==> config.mk <==
export PLATFORM = sky130hd
export DESIGN_NAME = adcm_top
export DESIGN_NICKNAME = d
export VERILOG_FILES = /design/src/logic/adcm_pkg.sv /design/src/logic/adcm_conv_if.sv /design/src/logic/adcm_sar.sv /design/src/logic/adcm_top.sv
export SDC_FILE = /design/constraint.sdc
export NUM_CORES = 1
export LEC_CHECK = 0
export BUFFER_PORTS_ARGS = -buffer_cell sky130_fd_sc_hd__buf_2
export CORE_MARGIN = 2
export CORE_UTILIZATION = 35
export CTS_BUF_LIST = sky130_fd_sc_hd__clkbuf_8
export CTS_CLUSTER_DIAMETER = 50
export DETAILED_ROUTE_END_ITERATION = 10
export MAX_ROUTING_LAYER = met4
export PLACE_DENSITY_LB_ADDON = 0.2
export SLEW_MARGIN = 20
export SYNTH_ARGS = -nofsm -noshare
export SYNTH_HDL_FRONTEND = slang
export SYNTH_SLANG_ARGS = --single-unit
==> constraint.sdc <==
create_clock -name i_clk -period 3.75 [get_ports i_clk]
set_input_delay 0 -clock i_clk [delete_from_list [all_inputs] [get_ports i_clk]]
set_output_delay 0 -clock i_clk [all_outputs]
set_load 0.01 [all_outputs]
==> src/logic/adcm_pkg.sv <==
package adcm_pkg;
  // ************************************************************
  // register map (byte addresses on apb)
  // ************************************************************
  localparam logic [7:0] ADDR_CTRL   = 8'h00; // start, mode, resolution
  localparam logic [7:0] ADDR_SEL    = 8'h04; // input and reference selects
  localparam logic [7:0] ADDR_LOTHR  = 8'h08; // lower warning threshold
  localparam logic [7:0] ADDR_HITHR  = 8'h0c; // upper warning threshold
  localparam logic [7:0] ADDR_RESULT = 8'h10; // last result, read only
  localparam logic [7:0] ADDR_STATUS = 8'h14; // sticky flags, write one clear

  // ************************************************************
  // field positions
  // ************************************************************
  localparam int CTRL_START  = 0; // one-shot start, self clearing
  localparam int CTRL_CONT   = 1; // continuous mode
  localparam int CTRL_RES12  = 2; // 1 = 12 bit, 0 = 8 bit
  localparam int SEL_IN_LSB  = 0; // 3 bit input select
  localparam int SEL_RP_LSB  = 4; // 2 bit positive reference select
  localparam int SEL_RN_BIT  = 8; // negative reference select
  localparam int ST_DONE     = 0; // conversion done
  localparam int ST_LOW      = 1; // below lower threshold
  localparam int ST_HIGH     = 2; // above upper threshold
  localparam int ST_BUSY     = 3; // conversion running (live)

  // ************************************************************
  // encodings
  // ************************************************************
  localparam logic [2:0] IN_P3L7 = 3'h0; // port3_line7
  localparam logic [2:0] IN_P3L6 = 3'h1; // port3_line6
  localparam logic [2:0] IN_P3L5 = 3'h2; // port3_line5
  localparam logic [2:0] IN_P3L4 = 3'h3; // port3_line4
  localparam logic [2:0] IN_BG   = 3'h4; // bandgap_source
  localparam logic [1:0] RP_P3L7 = 2'h0; // positive ref on port3_line7
  localparam logic [1:0] RP_BG   = 2'h1; // positive ref on bandgap
  localparam logic [1:0] RP_VDD  = 2'h2; // positive ref on supply
  localparam logic       RN_GND  = 1'b0; // negative ref on ground
  localparam logic       RN_P3L6 = 1'b1; // negative ref on port3_line6

  // ************************************************************
  // timing
  // ************************************************************
  localparam int CLK_HZ      = 50_000_000;
  localparam int RATE8_HZ    = 20_000;
  localparam int RATE12_HZ   = 10_000;
  localparam int PER8_CYC    = CLK_HZ / RATE8_HZ;  // 2500 cycles
  localparam int PER12_CYC   = CLK_HZ / RATE12_HZ; // 5000 cycles
  localparam int IRQ_VECTOR  = 8;  // vector the event is wired to
  localparam int IRQ_PRIO    = 9;  // fixed priority of that vector
  localparam int SYNC_STAGES = 2;  // comparator flops ahead of the engine
  localparam logic [11:0] RESULT_RST = 12'h000;
endpackage

==> src/logic/adcm_conv_if.sv <==
`timescale 1ns/100ps
// ************************************************************
// handshake between sequencer and successive approximation engine
// ************************************************************
interface adcm_conv_if;
  logic        start;   // one-cycle pulse, begin a conversion
  logic        res12;   // resolution for this conversion
  logic        done;    // one-cycle pulse, result valid
  logic [11:0] result;  // left in low bits for 8 bit mode
  modport ctl (output start, output res12, input done, input result);
  modport cnv (input start, input res12, output done, output result);
endinterface

==> src/logic/adcm_sar.sv <==
`timescale 1ns/100ps
// ************************************************************
// successive approximation engine, one bit every three cycles
// ************************************************************
module adcm_sar (
  input  wire logic        i_clk,
  input  wire logic        i_resetn,
  input  wire logic        i_cmp_hi,  // comparator: input above trial level
  output logic      [11:0] o_trial,   // trial code to the dac
  adcm_conv_if.cnv         cv
);
  logic [11:0] code_ff, nxt_code;   // trial register
  logic [3:0]  bit_ff, nxt_bit;     // bit under test
  logic        run_ff, nxt_run;     // conversion running
  logic        done_ff, nxt_done;   // completion pulse
  logic        cmp_s1_ff, cmp_s2_ff; // comparator synchroniser
  logic [1:0]  settle_ff, nxt_settle; // cycles waited for the compare

  // comparator is analogue, so resynchronise it
  always_ff @(posedge i_clk or negedge i_resetn) begin
    if (!i_resetn) begin
      cmp_s1_ff <= 1'b0;
      cmp_s2_ff <= 1'b0;
    end else begin
      cmp_s1_ff <= i_cmp_hi;
      cmp_s2_ff <= cmp_s1_ff;
    end
  end

  // next state: msb first, keep a bit when the input is above it
  // each trial waits until it has crossed the synchroniser; deciding
  // earlier would judge the bit on the compare of the previous trial
  always_comb begin
    nxt_code   = code_ff;
    nxt_bit    = bit_ff;
    nxt_run    = run_ff;
    nxt_done   = 1'b0;
    nxt_settle = settle_ff;
    if (cv.start && !run_ff) begin
      nxt_run    = 1'b1;
      nxt_bit    = cv.res12 ? 4'hb : 4'h7;
      nxt_code   = cv.res12 ? 12'h800 : 12'h080;
      nxt_settle = 2'h0;
    end else if (run_ff) begin
      if (settle_ff != 2'(adcm_pkg::SYNC_STAGES)) begin
        // trial still travelling through the two flops
        nxt_settle = settle_ff + 2'h1;
      end else begin
        nxt_settle = 2'h0;
        if (!cmp_s2_ff) begin
          nxt_code[bit_ff] = 1'b0;
        end
        if (bit_ff == 4'h0) begin
          nxt_run  = 1'b0;
          nxt_done = 1'b1;
        end else begin
          nxt_bit = bit_ff - 4'h1;
          nxt_code[bit_ff - 4'h1] = 1'b1;
        end
      end
    end
  end

  // register the engine state
  always_ff @(posedge i_clk or negedge i_resetn) begin
    if (!i_resetn) begin
      code_ff <= 12'h000;
      bit_ff  <= 4'h0;
      run_ff  <= 1'b0;
      done_ff <= 1'b0;
      settle_ff <= 2'h0;
    end else begin
      code_ff <= nxt_code;
      bit_ff  <= nxt_bit;
      run_ff  <= nxt_run;
      done_ff <= nxt_done;
      settle_ff <= nxt_settle;
    end
  end

  assign o_trial   = code_ff;
  assign cv.done   = done_ff;
  assign cv.result = code_ff;
endmodule

==> src/logic/adcm_top.sv <==
`timescale 1ns/100ps
// Functional notes
// - one of five inputs per conversion
// - unsigned 8 or 12 bit input ratio result
// - positive reference: line7, bandgap or supply
// - negative reference: line6 or ground
// - continuous rate 20 kHz 8 bit, 10 kHz 12 bit
// - interrupt on below-low or above-high result
// - event goes to vector 8, priority 9
module adcm_top (
  input  wire logic        i_clk,
  input  wire logic        i_resetn,
  input  wire logic        psel,
  input  wire logic        penable,
  input  wire logic        pwrite,
  input  wire logic [7:0]  paddr,
  input  wire logic [31:0] pwdata,
  output logic      [31:0] prdata,
  output logic             pready,
  output logic             pslverr,
  input  wire logic        i_cmp_hi,      // analogue comparator output
  output logic      [11:0] o_dac_code,    // trial level to the dac
  output logic      [2:0]  o_in_sel,      // conversion_input mux select
  output logic      [1:0]  o_refp_sel,    // positive reference mux select
  output logic             o_refn_sel,    // negative reference mux select
  output logic             o_irq          // request on the adc vector
);
  // ************************************************************
  // state
  // ************************************************************
  logic        cont_ff, nxt_cont;        // continuous mode
  logic        res12_ff, nxt_res12;      // resolution select
  logic        start_ff, nxt_start;      // software start request
  logic [2:0]  insel_ff, nxt_insel;      // input source select
  logic [1:0]  rpsel_ff, nxt_rpsel;      // positive reference select
  logic        rnsel_ff, nxt_rnsel;      // negative reference select
  logic [11:0] lothr_ff, nxt_lothr;      // lower warning level
  logic [11:0] hithr_ff, nxt_hithr;      // upper warning level
  logic [11:0] result_ff, nxt_result;    // last completed result
  logic [2:0]  flags_ff, nxt_flags;      // done, low, high sticky
  logic [12:0] tick_ff, nxt_tick;        // sample period counter
  logic        busy_ff, nxt_busy;        // conversion in flight
  logic [31:0] prdata_ff, nxt_prdata;    // read data register
  logic        irq_ff, nxt_irq;          // interrupt output register
  logic        pready_ff, nxt_pready;    // access phase answer
  logic        slverr_ff, nxt_slverr;    // unmapped address answer

  logic        wr_acc;                   // write access phase
  logic        rd_acc;                   // read access phase
  logic        kick;                     // start a conversion now
  logic [12:0] period;                   // cycles for current resolution
  logic [11:0] lo_cmp;                   // threshold at used width
  logic [11:0] hi_cmp;
  logic        mapped;                   // address decodes

  adcm_conv_if cv ();

  adcm_sar u_sar (
    .i_clk    (i_clk),
    .i_resetn (i_resetn),
    .i_cmp_hi (i_cmp_hi),
    .o_trial  (o_dac_code),
    .cv       (cv.cnv)
  );

  // ************************************************************
  // bus decode and sampling timing
  // ************************************************************
  // access phase answers in zero wait states: pready is registered in
  // setup and rises with penable, so every transfer is two cycles
  assign wr_acc = psel && penable && pwrite && pready_ff;
  assign rd_acc = psel && penable && !pwrite && pready_ff;
  assign mapped = (paddr == adcm_pkg::ADDR_CTRL)  || (paddr == adcm_pkg::ADDR_SEL)    ||
                  (paddr == adcm_pkg::ADDR_LOTHR) || (paddr == adcm_pkg::ADDR_HITHR)  ||
                  (paddr == adcm_pkg::ADDR_RESULT)|| (paddr == adcm_pkg::ADDR_STATUS);
  assign period = res12_ff ? 13'(adcm_pkg::PER12_CYC) : 13'(adcm_pkg::PER8_CYC);
  // in 8 bit mode only the low byte of each level is meaningful
  assign lo_cmp = res12_ff ? lothr_ff : {4'h0, lothr_ff[7:0]};
  assign hi_cmp = res12_ff ? hithr_ff : {4'h0, hithr_ff[7:0]};
  // continuous conversions start on the period tick, else on request
  assign kick   = !busy_ff && ((cont_ff && tick_ff == 13'h0000) || start_ff);
  assign cv.start = kick;
  assign cv.res12 = res12_ff;

  // ************************************************************
  // next values
  // ************************************************************
  always_comb begin
    nxt_cont   = cont_ff;
    nxt_res12  = res12_ff;
    nxt_start  = start_ff;
    nxt_insel  = insel_ff;
    nxt_rpsel  = rpsel_ff;
    nxt_rnsel  = rnsel_ff;
    nxt_lothr  = lothr_ff;
    nxt_hithr  = hithr_ff;
    nxt_result = result_ff;
    nxt_flags  = flags_ff;
    nxt_tick   = tick_ff;
    nxt_busy   = busy_ff;
    nxt_prdata = prdata_ff;
    nxt_pready = psel && !penable;        // ready in the access phase
    nxt_slverr = psel && !penable && !mapped;

    // period counter free runs only in continuous mode
    if (!cont_ff) begin
      nxt_tick = 13'h0000;
    end else if (tick_ff == period - 13'h0001 || tick_ff >= period) begin
      nxt_tick = 13'h0000;
    end else begin
      nxt_tick = tick_ff + 13'h0001;
    end

    if (kick) begin
      nxt_busy  = 1'b1;
      nxt_start = 1'b0;
    end

    // result held until the next completion
    if (cv.done) begin
      nxt_busy   = 1'b0;
      nxt_result = res12_ff ? cv.result : {4'h0, cv.result[7:0]};
    end

    // software clear of sticky flags, write one to clear
    if (wr_acc && paddr == adcm_pkg::ADDR_STATUS) begin
      nxt_flags = flags_ff & ~pwdata[2:0];
    end
    // hardware set wins over a clear in the same cycle
    if (cv.done) begin
      nxt_flags[adcm_pkg::ST_DONE] = 1'b1;
      if (nxt_result < lo_cmp) begin
        nxt_flags[adcm_pkg::ST_LOW] = 1'b1;
      end
      if (nxt_result > hi_cmp) begin
        nxt_flags[adcm_pkg::ST_HIGH] = 1'b1;
      end
    end

    // register writes
    if (wr_acc) begin
      case (paddr)
        adcm_pkg::ADDR_CTRL: begin
          // start_ff here would re-arm a request that kick just consumed
          nxt_start = pwdata[adcm_pkg::CTRL_START] | nxt_start;
          nxt_cont  = pwdata[adcm_pkg::CTRL_CONT];
          nxt_res12 = pwdata[adcm_pkg::CTRL_RES12];
        end
        adcm_pkg::ADDR_SEL: begin
          // out of range input codes fall back to line7
          nxt_insel = (pwdata[adcm_pkg::SEL_IN_LSB +: 3] > adcm_pkg::IN_BG) ?
                      adcm_pkg::IN_P3L7 : pwdata[adcm_pkg::SEL_IN_LSB +: 3];
          nxt_rpsel = (pwdata[adcm_pkg::SEL_RP_LSB +: 2] > adcm_pkg::RP_VDD) ?
                      adcm_pkg::RP_P3L7 : pwdata[adcm_pkg::SEL_RP_LSB +: 2];
          nxt_rnsel = pwdata[adcm_pkg::SEL_RN_BIT];
        end
        adcm_pkg::ADDR_LOTHR: nxt_lothr = pwdata[11:0];
        adcm_pkg::ADDR_HITHR: nxt_hithr = pwdata[11:0];
        default: ;
      endcase
    end

    // read mux, captured in the setup cycle
    if (psel && !penable && !pwrite) begin
      case (paddr)
        adcm_pkg::ADDR_CTRL:   nxt_prdata = {29'h0, res12_ff, cont_ff, start_ff};
        adcm_pkg::ADDR_SEL:    nxt_prdata = {23'h0, rnsel_ff, 2'h0, rpsel_ff, 1'b0, insel_ff};
        adcm_pkg::ADDR_LOTHR:  nxt_prdata = {20'h0, lothr_ff};
        adcm_pkg::ADDR_HITHR:  nxt_prdata = {20'h0, hithr_ff};
        adcm_pkg::ADDR_RESULT: nxt_prdata = {20'h0, result_ff};
        adcm_pkg::ADDR_STATUS: nxt_prdata = {28'h0, busy_ff, flags_ff};
        default:               nxt_prdata = 32'h0000_0000;
      endcase
    end

    // single level request for the adc vector
    nxt_irq = nxt_flags[adcm_pkg::ST_LOW] | nxt_flags[adcm_pkg::ST_HIGH];
  end

  // ************************************************************
  // registers
  // ************************************************************
  always_ff @(posedge i_clk or negedge i_resetn) begin
    if (!i_resetn) begin
      cont_ff   <= 1'b0;
      res12_ff  <= 1'b0;
      start_ff  <= 1'b0;
      insel_ff  <= adcm_pkg::IN_P3L7;
      rpsel_ff  <= adcm_pkg::RP_VDD;
      rnsel_ff  <= adcm_pkg::RN_GND;
      lothr_ff  <= 12'h000;
      hithr_ff  <= 12'hfff;
      result_ff <= adcm_pkg::RESULT_RST;
      flags_ff  <= 3'h0;
      tick_ff   <= 13'h0000;
      busy_ff   <= 1'b0;
      prdata_ff <= 32'h0000_0000;
      irq_ff    <= 1'b0;
      pready_ff <= 1'b0;
      slverr_ff <= 1'b0;
    end else begin
      cont_ff   <= nxt_cont;
      res12_ff  <= nxt_res12;
      start_ff  <= nxt_start;
      insel_ff  <= nxt_insel;
      rpsel_ff  <= nxt_rpsel;
      rnsel_ff  <= nxt_rnsel;
      lothr_ff  <= nxt_lothr;
      hithr_ff  <= nxt_hithr;
      result_ff <= nxt_result;
      flags_ff  <= nxt_flags;
      tick_ff   <= nxt_tick;
      busy_ff   <= nxt_busy;
      prdata_ff <= nxt_prdata;
      irq_ff    <= nxt_irq;
      pready_ff <= nxt_pready;
      slverr_ff <= nxt_slverr;
    end
  end

  assign prdata     = prdata_ff;
  assign pready     = pready_ff;
  assign pslverr    = slverr_ff;
  assign o_in_sel   = insel_ff;
  assign o_refp_sel = rpsel_ff;
  assign o_refn_sel = rnsel_ff;
  assign o_irq      = irq_ff;
endmodule
# After elaboration in Yosys (flattened, before gate mapping)
# Cells that the tools add are included.
[word_totals] output_inout_bits=53 word_cells=137 ff_bits=119
[op_classes] addsub=4 mux=48 n_eq_ne=9 bitwise=7 reduce_logical=36 order_cmp=9
[ops] op="2-to-1 mux 12 bit" count=13
[ops] op="case mux 12 bit (6 select lines)" count=1
[ops] op="2-to-1 mux 13 bit" count=3
[ops] op="2-to-1 mux 4 bit" count=5
[ops] op="2-to-1 mux 1 bit" count=17
[ops] op="equality test 8 x 4 -> 1 bit, second input constant" count=2
[ops] op="equality test 8 x 5 -> 1 bit, second input constant" count=2
[ops] op="adder 13 x 1 -> 13 bit, second input constant" count=1
[ops] op="equality test 13 bit" count=1
[ops] op=">= comparator 13 bit" count=1
[ops] op="logical NOT 13 bit" count=1
[ops] op="subtractor 13 x 1 -> 13 bit, second input constant" count=1
[ops] op="AND 12 bit" count=1
[ops] op="greater-than comparator 12 bit" count=1
[ops] op="logical AND 1 bit" count=12
[ops] op="< comparator 12 bit" count=1
[ops] op="inverter 12 bit" count=1
[ops] op="OR 12 bit" count=1
[ops] op="< comparator 4 x 5 -> 1 bit, second input constant" count=2
[ops] op="AND reduction 2 bit" count=5
[ops] op="2-to-1 mux 3 bit" count=3
[ops] op="demux 1 bit (select 4 bit)" count=2
[ops] op="equality test 8 x 3 -> 1 bit, second input constant" count=1
[ops] op=">= comparator 4 x 1 -> 1 bit, second input constant" count=2
[ops] op="other kinds (16)" count=33

# Longest topological paths before layout
# Gate-level depths: netlist of the first run.
[logic_depth] ltp_word=15 ltp_mapped=12 ltp_nobuf=9

# Cells and area by module
# A second synthesis of the first run with hierarchy kept.
[hier_totals] cells_unflattened=572 hier_area_um2=5793.1
[modules_own_cells] module="adcm_top" area_each_um2=4454.3 seq_area_each_um2=1943.1 n_inst=1 cells_per_inst=438
[modules_own_cells] module="adcm_sar" area_each_um2=1338.8 seq_area_each_um2=550.5 n_inst=1 cells_per_inst=134

# Worst setup path after synthesis of the first run
# No wires, ideal clock.
[synth_timing] kind="flip-flop to flip-flop" startpoint="register u_sar.done_ff, in the netlist u_sar.cv.done" endpoint="register irq_ff, in the netlist o_irq" stages_incl_launch_ff=12 period_less_slack_ps=2847 arrival_time_ps=2709 path_slack_ps=903 path_buffers=3 path_cell_list="dfrtp_1 > clkbuf_1 > clkbuf_1 > buf_1 > mux2_2 > ha_1 > nand4_1 > a211o_1 > o211ai_1 > a41o_1 > nand2_1 > nand4b_1"
[synth_via] elab_chain_cells=5 word_cells_on_any_way=7 cone_classes="order compare (2); mux (4); bitwise (1)"
[synth_lines] element="start, declared" line_no="adcm_sar.sv:15" rtl="logic done_ff, nxt_done;"
[synth_lines] element="start signal, assigned" line_no="adcm_sar.sv:76" rtl="done_ff <= nxt_done;"
[synth_lines] element="2-to-1 mux 12 bit" line_no="adcm_top.sv:120" rtl="if (cv.done) begin"
[synth_lines] element="net nxt_result[6]" line_no="adcm_top.sv:39" rtl="logic [11:0] result_ff, nxt_result;"
[synth_lines] element="< comparator 12 bit" line_no="adcm_top.sv:132" rtl="if (nxt_result < lo_cmp) begin"
[synth_lines] element="2-to-1 mux 1 bit" line_no="adcm_top.sv:132"
[synth_lines] element="2-to-1 mux 3 bit" line_no="adcm_top.sv:130" rtl="if (cv.done) begin"
[synth_lines] element="net nxt_flags[1]" line_no="adcm_top.sv:40" rtl="logic [2:0] flags_ff, nxt_flags;"
[synth_lines] element="OR 1 bit" line_no="adcm_top.sv:177" rtl="nxt_irq = nxt_flags[adcm_pkg::ST_LOW] | nxt_flags[adcm_pkg::ST_HIGH];"
[synth_lines] element="net nxt_irq" line_no="adcm_top.sv:44" rtl="logic irq_ff, nxt_irq;"
[synth_lines] element="end signal, assigned" line_no="adcm_top.sv:215" rtl="irq_ff <= nxt_irq;"
[synth_lines] element="end, declared" line_no="adcm_top.sv:44"
# The timed path passes the listed nets, and every way through them passes these cells.
# A chain may end at the register's enable or synchronous reset.

# Final worst setup path of the first run
[layout_timing] startpoint="register tick_ff[0]" endpoint="register u_sar.bit_ff[0]"
[layout_via] elab_chain_cells=7 word_cells_on_any_way=10 cone_classes="eq/ne (2); mux (1); reduce/logical (7)"
[layout_lines] element="start, declared" line_no="adcm_top.sv:41" rtl="logic [12:0] tick_ff, nxt_tick;"
[layout_lines] element="start signal, assigned" line_no="adcm_top.sv:212" rtl="tick_ff <= nxt_tick;"
[layout_lines] element="logical NOT 13 bit (*)" line_no="adcm_top.sv:81" rtl="assign kick = !busy_ff && ((cont_ff && tick_ff == 13'h0000) || start_ff);"
[layout_lines] element="logical AND 1 bit (*)" line_no="adcm_top.sv:81"
[layout_lines] element="logical OR 1 bit (*)" line_no="adcm_top.sv:81"
[layout_lines] element="logical AND 1 bit (*)" line_no="adcm_top.sv:81"
[layout_lines] element="logical AND 1 bit (*)" line_no="adcm_sar.sv:39" rtl="if (cv.start && !run_ff) begin"
[layout_lines] element="inequality test 2 x 1 -> 1 bit (no line) / nonzero test 2 bit (equally long branches)"
[layout_lines] element="AND reduction 3 bit (no line)"
[layout_lines] element="end signal, assigned" line_no="adcm_sar.sv:74" rtl="bit_ff <= nxt_bit;"
[layout_lines] element="end, declared" line_no="adcm_sar.sv:13" rtl="logic [3:0] bit_ff, nxt_bit;"
# Mark *: on every way between the ends. The rest lies on a longest branch, timed or not.

==> impl_results.md, run 1 <==
- Most area-consuming cells after synthesis: dfrtp_1, ha_1, mux2_2
- Synth warn: 0
- Max-slew headroom: about two fifths
- Vias per cell: between 5 and 6
- Crit path from: tick_ff[0]$_DFF_PN0_
- Layout overhead on the synthesized area: 15.41%
- EDFF count, synth: 0
- Post-Syn Area: 0.005514 sq mm
- Post-CTS Resized: 0
- Final worst slack: roughly 0.99 ns
- Fin cells: 858
- Post-synth top area share: 39.03%
- First-pass GRT wire length: roughly 22 mm
- Most numerous cell in the Yosys netlist: dfrtp_1
- Tot GR Track Use: 17.68%
- Final setup fails: 0
- Final period util: 73.67%
- MaxCap Viol Count: 0
- Initial Util: 36.00%
- Clk pin slew, worst setup/hold paths: about 0.090 ns
- RSZ-0062 raised after global routing: no
- Worst Path Arrival: 3.07 ns
- VDD IR-drop max: 121.9 uV
- Most frequent CP cell: nor3_1
- Worst R2R Start: tick_ff[0]$_DFF_PN0_
- Placer congestion estimate: 0.8495
- Placed insts: approximately 820
- Crit path cell chain: inv_1 > ha_1 > or4b_2 > nor3_1 > a41oi_1 > nor3_2 > buf_4 > nor3_1 > a21oi_1
- Grt total ovfl: 0
- Clock Tree Root: clkbuf_8
- Clock Skew: around 0.011 ns
- I/O Pins: 99
- H-tree Lvls: 3
- Layout cells sized above 1: 20.56%
- Syn avg cell area: around 9.7 sq um
- Clk buf depth: 2
- Row cnt: between 40 and 50
- Largest area contributor in the netlist: dfrtp_1
- Cell variety after synth: 62
- Design Area, Final: between 0.006 and 0.007 sq mm
- #FFs+latches synth: 99
- Slew @ Worst Pin: 0.9152 ns
- Async SR Flop Fraction: 100.0%
- Die X: 129.5 um
- Iter 0 DRT Violations: 213
- IO Port Bufs: 58
- Antenna violations before repair: 0
- Endpoints failing hold: 0
- Worst Setup Slack post-DPL: 0.9927 ns
- TritonCTS clock tree: built
- DRC viols: 0
- CP max stage delay: just under 0.6 ns
- DR pass1 iterations: 4
- CP required: 4.06 ns
- Slowest stage cell, crit path: or4b_2
- Max Fclk: about 360 MHz
- Hold WS: ~0.17 ns
- Sum Neg Setup Slack: 0 ns
- P per Cell Area: 327.4 mW/mm^2
- CTS Buf Count: 9
- Worst setup EP type: register
- Sequential-to-total area share from yosys stat: 45.22%
- Clock Sinks: a little under 100
- Largest net degree at the start of global routing: 71
- WL per Instance: roughly 16 um
- Static Leak: 2.803 nW
- Number of nets with antenna violations after routing: 0
- Ant. Diodes: 0
- Startpoint types: register
- DP Wirelength: 9.902 mm
- Status: finished clean
- Hold wc startpoint: pwrite
- Commonest cells in the synthesized netlist: dfrtp_1, nand2_1, o21ai_0
- Critical path fanouts, max: 11
- CP Class: reg -> reg
- Final net count: slightly above 700
- Die ar.: 0.01677 sq mm
- Routed WL: 13.48 mm
- Synth Flop Type: dfrtp_1
- Final min period: 2.763 ns
- Mapped Cells: 569
- Vias in the first global route: 4369
- DR vias: between 4000 and 5000
- Die Y: 129.5 um
- Hold Crit Class: in -> reg
- Max-slew violations: 0
- Core area: approximately 0.015 sq mm
- Worst-Skew Late Latency: around 0.38 ns
- Placed instance area: 0.005939 sq mm
[per-layer routing]
metal | global-route usage, % | part of all wire [%] | up-vias
met5 | - | 0 | -
li1 | - | - | 2107
met1 | 24.31 | 49 | 2137
met4 | 5.503 | 1.8 | 0
met3 | 3.344 | 3.8 | 22
met2 | 26.56 | 46 | 99
[timing repair]
item                                   in CTS  in global routing
buffers inserted                            0                  0
hold buffers                               21                  0
endpoints found under the hold margin      95                  0
[power breakdown]
| part | internal (mW) | leakage, nW | switching [mW] | total, mW |
|---|---|---|---|---|
| clock network | 0.361 | 0.106 | 0.378 | 0.739 |
| registers | 1.10 | 1.27 | 0.0342 | 1.13 |
| logic | 0.0842 | 1.43 | 0.128 | 0.212 |
| total | 1.54 | 2.80 | 0.541 | 2.08 |
[cell families (layout without fill, tap and decap cells)]
family,Yosys count,in the layout,synth area share (%)
AND/OR/NAND/NOR,181,181,16.29
AO/OA/AOI/OAI,122,122,13.34
flip-flops,99,99,45.22
buffers and inverters,77,136,6.966
multiplexers,43,43,8.691
adder cells (fa/ha/maj),31,31,7.034
XOR/XNOR,15,15,2.383
other,1,20,0.06801
[stage by stage]
stage | util, % | total power, mW
finish | 41.55 | 2.083
global route | 41.55 | 2.196
CTS | 41.55 | 2.108
detailed placement | 38.78 | 1.349
global placement | 38.78 | 1.343
floorplan | - | 1.275
[registers in the layout, summed over array words and instances, names as in the netlist, 2 cells and up]
name and flops:
flags_ff 3, hithr_ff 12, lothr_ff 12, o_in_sel 3, o_refp_sel 2, prdata 12, result_ff 12, tick_ff 13
u_sar.bit_ff 4, u_sar.cv.result 12, u_sar.settle_ff 2
[area by class of cell]
class | count | area (sq um)
Clock buffer | 12 | 165.2
Clock inverter | 4 | 48.80
Fill cell | 1528 | 8951
Inverter | 35 | 131.4
Multi-Input combinational cell | 412 | 2713
Sequential cell | 99 | 2494
Tap cell | 211 | 264.0
Timing Repair Buffer | 85 | 548.0
[cell usage in the layout, fill, tap and decap left out, types with 8 or more instances in the layout]
cell | netlist | layout
buf_2 | 4 | 57
clkbuf_8 | 0 | 12
inv_1 | 35 | 36
o21ai_0 | 45 | 45
nand2b_1 | 10 | 10
conb_1 | 1 | 20
xnor2_1 | 8 | 8
nand3_1 | 28 | 28
dfstp_2 | 13 | 13
a21oi_1 | 36 | 36
nand2_1 | 59 | 59
nor2_1 | 41 | 41
dlygate4sd3_1 | 0 | 21
ha_1 | 31 | 31
dfrtp_1 | 86 | 86
mux2_2 | 31 | 31
mux2i_1 | 10 | 10
[worst max-delay path, delay by kind of cell, from the launching register on]
family | cells | cell delay, ns
and+or+nand+nor | 4 | 1.35
buffers and inverters | 2 | 0.38
adders and majority gates | 1 | 0.16
DFF | 1 | 0.42
AOI/OAI and AO/OA | 2 | 0.38
[worst paths after layout]
| path | to | depth (start not counted) | slack [ns] |
|---|---|---|---|
| max in group asynchronous | hithr_ff[2]$_DFFE_PN1P_ | 3 | 2.47 |
| min in group asynchronous | u_sar.bit_ff[0]$_DFFE_PN0P_ | 2 | 0.30 |
| worst min register to register | u_sar.cmp_s2_ff$_DFF_PN0_ | 0 | 0.36 |
| worst max register to register | u_sar.bit_ff[0]$_DFFE_PN0P_ | 9 | 0.99 |
| worst max-delay path | u_sar.bit_ff[0]$_DFFE_PN0P_ | 9 | 0.99 |
| worst min-delay path | prdata[7]$_DFFE_PN0P_ | 4 | 0.17 |
(Power assumes the default switching activity.)
==> inputs of run 2 (changes only) <==
clock period = 2.8 ns   (was 3.75 ns; I/O delays follow)
==> run 2 against run 1 <==
Compared with the run above: global-route usage is 0.61 points higher; clock-buffer cell count shrank 1; flip-flop and latch count unchanged; critical path depth unchanged; sequential share of layout area is essentially flat; power increased by 29%; cell area hardly changed; setup slack got worse by 0.75 ns; non-clock buffer count up 3; critical path type unchanged.
==> impl_results.md, run 2 (same netlist as run 1, synthesis figures left out) <==
- Status: finished clean
- Sum Neg Setup Slack: 0 ns
- Ant. Diodes: 0
- Final setup fails: 0
- Crit path buffers/inverters: 2
- Final min period: 2.566 ns
- Register area: 0.002495 sq mm
- Critical path fanouts, max: 20
- I/O Pins: 99
- Worst Path Arrival: roughly 2.8 ns
- Final net count: 722
- VDD IR-drop max: 221.9 uV
- H-tree Lvls: 3
- Vias per cell: between 5 and 6
- TritonCTS clock tree: built
- Placer congestion estimate: 0.8452
- IO Port Bufs: between 50 and 60
- CTS Buf Count: 9
- Row cnt: 45
- Clk pin slew, worst setup/hold paths: 0.09 ns
- Crit path from: tick_ff[0]$_DFF_PN0_
- Max Fclk: 389.6 MHz
- Worst R2R Start: tick_ff[0]$_DFF_PN0_
- Final period util: 91.66%
- Clk buf depth: 2
- DR pass1 iterations: 4
- Clock Sinks: 99
- Top reg by flops: tick_ff
- Clock Skew: 0.01244 ns
- Placed instance area: 0.005974 sq mm
- Multi-input gate area in the final layout: roughly 0.0027 sq mm
- Crit path cell chain: inv_1 > ha_1 > or4b_2 > nor3_1 > a41oi_1 > nor3_2 > buf_4 > o21ai_0 > a21o_1
- First-pass GRT wire length: 23.20 mm
- Initial Util: 36.00%
- Vias in the first global route: between 4000 and 5000
- Largest delay share family, worst path: simple AND/OR/NAND/NOR gates
- Number of nets with antenna violations after routing: 0
- Endpoints failing hold: 0
- MaxCap Viol Count: 0
- Hold wc startpoint: paddr[6]
- Hold WS: 0.1685 ns
- DR vias: approximately 4300
- Largest net degree at the start of global routing: 57
- Worst-Skew Late Latency: 0.38 ns
- Core area: 0.01531 sq mm
- Layout cells sized above 1: 21.08%
- DP Wirelength: roughly 10 mm
- Antenna violations before repair: 0
- Most common cell after layout, fill and taps aside: dfrtp_1
- Die X: 129.5 um
- CP max stage delay: roughly 0.58 ns
- Startpoint types: register
- Commonest non-fill, non-tap cells in the layout: dfrtp_1, nand2_1, buf_2
- Clock Tree Root: clkbuf_8
- Tot GR Track Use: 18.29%
- Die Y: 129.5 um
- Slew @ Worst Pin: 0.7329 ns
- Iter 0 DRT Violations: 312
- Die ar.: 0.01677 sq mm
- Total of fill cells in the finished design: about 1600
- Hold Crit Class: in -> reg
- Grt total ovfl: 0
- Design Area, Final: 0.006366 sq mm
- WL per Instance: between 15 and 20 um
- P per Cell Area: 422.5 mW/mm^2
- Static Leak: roughly 2.8 nW
- Routed WL: between 10 and 15 mm
- CP required: 3.07 ns
- Max-slew headroom: 51.14%
- DRC viols: 0
- Worst setup EP type: register
- Post-CTS Setup Bufs: 0
- Max-slew violations: 0
- Max reg flops: 13
- Layout overhead on the synthesized area: 15.45%
- RSZ-0062 raised after global routing: no
- Slowest stage cell, crit path: or4b_2
- Worst R2R Setup Slack: around 0.23 ns
- CP Class: reg -> reg
-- run 2: layer usage --
metal | up-vias | GRT usage (%) | routed length, um
met3 | 16 | 2.684 | 583
met5 | - | - | 0
met1 | 2108 | 25.19 | 6804
li1 | 2108 | - | -
met2 | 108 | 27.55 | 6161
met4 | 0 | 6.578 | 246
-- run 2: timing repair --
item | CTS | global route
endpoints found under the setup margin | 0 | 1
endpoints found under the hold margin | 87 | 0
hold buffers | 21 | 0
gates resized for setup | 0 | 1
-- run 2: path summary, 6_finish.rpt --
kind                                                        to  cells after the start
worst max-delay path            u_sar.cv.result[7]$_DFFE_PN0P_                      9
worst min register to register       u_sar.cmp_s2_ff$_DFF_PN0_                      0
worst min-delay path                     prdata[7]$_DFFE_PN0P_                      4
worst max register to register  u_sar.cv.result[7]$_DFFE_PN0P_                      9
min in group asynchronous          u_sar.bit_ff[0]$_DFFE_PN0P_                      2
max in group asynchronous              hithr_ff[5]$_DFFE_PN1P_                      3
-- run 2: area by class of cell --
| class | count | area share, % |
|---|---|---|
| Clock buffer | 11 | 2.378 |
| Tap cell | 211 | 4.147 |
| Sequential cell | 99 | 39.19 |
| Inverter | 35 | 2.064 |
| Clock inverter | 5 | 0.4520 |
| Multi-Input combinational cell | 412 | 42.61 |
| Timing Repair Buffer | 88 | 9.159 |
-- run 2: stage by stage --
stage / power (mW) / instances / utilization, % / worst slack (ns)
after floorplan: 1.708 / 588 / - / 0.04269
after CTS: 2.722 / 861 / 41.56 / 0.1977
after detailed placement: 1.811 / 824 / 39.01 / 0.1947
final: 2.690 / 861 / 41.57 / 0.2335
after global routing: 2.844 / 861 / 41.57 / 0.02036
after global placement: 1.803 / 824 / 39.01 / 0.2678
-- run 2: power breakdown --
| group | switching [mW] | leakage (nW) | total (mW) | internal (mW) |
|---|---|---|---|---|
| Sequential | 0.0464 | 1.27 | 1.52 | 1.47 |
| Clock | 0.521 | 0.0925 | 0.887 | 0.366 |
| Combinational | 0.171 | 1.45 | 0.286 | 0.115 |
| Total | 0.739 | 2.81 | 2.69 | 1.95 |
-- run 2: tightest hold or removal path: cells and delay by family --
family	cells	cell delay [ns]
buffers and inverters	1	0.10
and+or+nand+nor	2	0.30
AOI/OAI and AO/OA	1	0.11
==> inputs of run 3 (changes only) <==
CAP_MARGIN = 20   (was unset)
CORE_UTILIZATION = 45   (was 35)
==> run 3 against run 2 <==
Compared with the run above: core utilization is 11 points higher; setup slack worse by 0.061 ns; global-route usage is 3.0 points higher; maximum frequency is 2.3% lower; register-to-register slack worse by 0.06 ns; sequential power hardly changed; clock skew is 0.0017 ns lower; clock power is 10% higher; critical path depth is 1 lower; cell count is 7.5% lower; clock-buffer cell count is 2 lower; critical endpoint is now o_irq$_DFF_PN0_.
==> impl_results.md, run 3 (same netlist as run 1, synthesis figures left out) <==
- Number of nets with antenna violations after routing: 0
- Startpoint types: register
- Crit path from: u_sar.cv.done$_DFF_PN0_
- CP required: just over 3 ns
- Placed instance area: 0.005894 sq mm
- First-pass GRT wire length: 21.23 mm
- RSZ-0062 raised after global routing: no
- Largest delay share family, worst path: flip-flops
- Critical path fanouts, max: 12
- Placed insts: 760
- Clock Tree Root: clkbuf_8
- Crit path buffers/inverters: 0
- I/O Pins: 99
- Int Power: 2.073 mW
- Slew @ Worst Pin: 0.6437 ns
- TritonCTS clock tree: built
- Post-CTS Setup Bufs: 0
- Post-CTS Resized: 0
- Antenna violations before repair: 0
- Worst Setup EP: o_irq$_DFF_PN0_
- Final setup fails: 0
- Final min period: ~2.6 ns
- DR vias: ~4300
- Core area: 0.01196 sq mm
- Worst R2R Start: u_sar.cv.done$_DFF_PN0_
- Top reg by flops: tick_ff
- Ant. Diodes: 0
- Worst Setup Slack post-DPL: 0.1961 ns
- Max reg flops: 13
- Grt total ovfl: 0
- Tot GR Track Use: 21.29%
- Design Area, Final: about 0.0063 sq mm
- Worst-Skew Late Latency: 0.38 ns
- Final worst slack: 0.1722 ns
- CP Class: reg -> reg
- Layout Utilization: 52.71%
- Layout overhead on the synthesized area: 14.34%
- Iter 0 DRT Violations: 259
- Clk pin slew, worst setup/hold paths: 0.09 ns
- Die Y: 114.7 um
- Switching Share: 25.33%
- Total of fill cells in the finished design: 1126
- Die ar.: 0.01315 sq mm
- Final period util: 93.85%
- Commonest non-fill, non-tap cells in the layout: dfrtp_1, nand2_1, buf_2
- IO Port Bufs: 58
- Sum Neg Setup Slack: 0 ns
- Crit path cell chain: mux2_2 > ha_1 > nand4_1 > a211o_1 > o211ai_1 > a41o_1 > nand2_1 > nand4b_1
- Comb pwr share: 10.3%
- CTS Buf Count: 9
- Slowest stage cell, crit path: dfrtp_1
- Row cnt: 40
- VDD IR-drop max: roughly 310 uV
- Max Fclk: 380.6 MHz
- CP max stage delay: 0.69 ns
- Clock Skew: approximately 0.011 ns
- Clk buf depth: 2
- Hold-fix buffers, CTS: 21
- Static Leak: about 2.8 nW
- P per Cell Area: 440.2 mW/mm^2
- Worst R2R Setup Slack: 0.17 ns
- Final net count: around 720
- Largest net degree at the start of global routing: between 50 and 60
- NetSw: 0.7031 mW
- Sequential power share: between 50 and 60%
- Initial Util: 46.10%
- Placer congestion estimate: 0.8777
- MaxCap Viol Count: 0
- Total power: 2.776 mW
- Layout cells sized above 1: 20.49%
- Hold Crit Class: in -> async
- DR pass1 iterations: 5
- Routed WL: 12.89 mm
- Critical path depth: 8
- H-tree Lvls: 3
- Most common cell after layout, fill and taps aside: dfrtp_1
- Clock Sinks: 99
- DRC viols: 0
- Clock power share: 35.2%
- Max-slew violations: 0
- Endpoints failing hold: 0
- Worst setup EP type: register
- Status: finished clean
- WL per Instance: 16.19 um
- Vias in the first global route: a little over 4000
- Worst Path Arrival: 2.88 ns
- FF-to-FF End: o_irq$_DFF_PN0_
- Fin cells: 796
- Max-slew headroom: 57.09%
- Die X: 114.7 um
- Hold WS: 0.1664 ns
- Vias per cell: 5.462
- Reg2reg path depth: 8
- DP Wirelength: 9.498 mm
## run 3: area by class of cell
| type | instances | area, sq um | area share (%) |
|---|---|---|---|
| Multi-Input combinational cell | 412 | 2713 | 43.02 |
| Inverter | 35 | 131.4 | 2.084 |
| Timing Repair Buffer | 88 | 583.1 | 9.248 |
| Clock buffer | 9 | 123.9 | 1.965 |
| Tap cell | 147 | 183.9 | 2.917 |
| Clock inverter | 6 | 76.32 | 1.211 |
| Sequential cell | 99 | 2494 | 39.55 |
## run 3: worst min path at each step
stage,startpoint,endpoint,cells past startpoint
2_1_floorplan,i_resetn,busy_ff$_DFFE_PN0P_,0
3_3_place_gp,i_resetn,tick_ff[5]$_DFF_PN0_,1
3_5_place_dp,i_resetn,tick_ff[5]$_DFF_PN0_,1
4_1_cts,paddr[3],start_ff$_DFF_PN0_,3
5_1_grt,paddr[3],start_ff$_DFF_PN0_,3
6_report,i_resetn,tick_ff[5]$_DFF_PN0_,2
## run 3: per-layer routing
metal  wire length (um)  share of wire (%)  global-route usage [%]  vias to the layer above
li1                   -                  -                       -                     2110
met1               6172                 48                   28.86                     2113
met2               6040                 47                   32.86                      108
met3                413                3.2                   2.541                       17
met4                261                2.0                   8.273                        0
met5                  0                  0                       -                        -
## run 3: worst register-to-register path, delay by kind of cell (launching register included)
family / cells / cell delay (ns)
fa+ha+maj: 1 / 0.31
simple gates: 3 / 0.38
compound gates: 3 / 0.69
mux: 1 / 0.44
flops: 1 / 0.69
## run 3: power by group through the flow
stage / clock network, mW / logic [mW] / registers [mW]
after floorplan: 0 / 0.182 / 1.53
after global placement: 0 / 0.257 / 1.54
after detailed placement: 0 / 0.265 / 1.54
after CTS: 0.999 / 0.287 / 1.52
after global routing: 1.06 / 0.322 / 1.52
final: 0.976 / 0.285 / 1.52
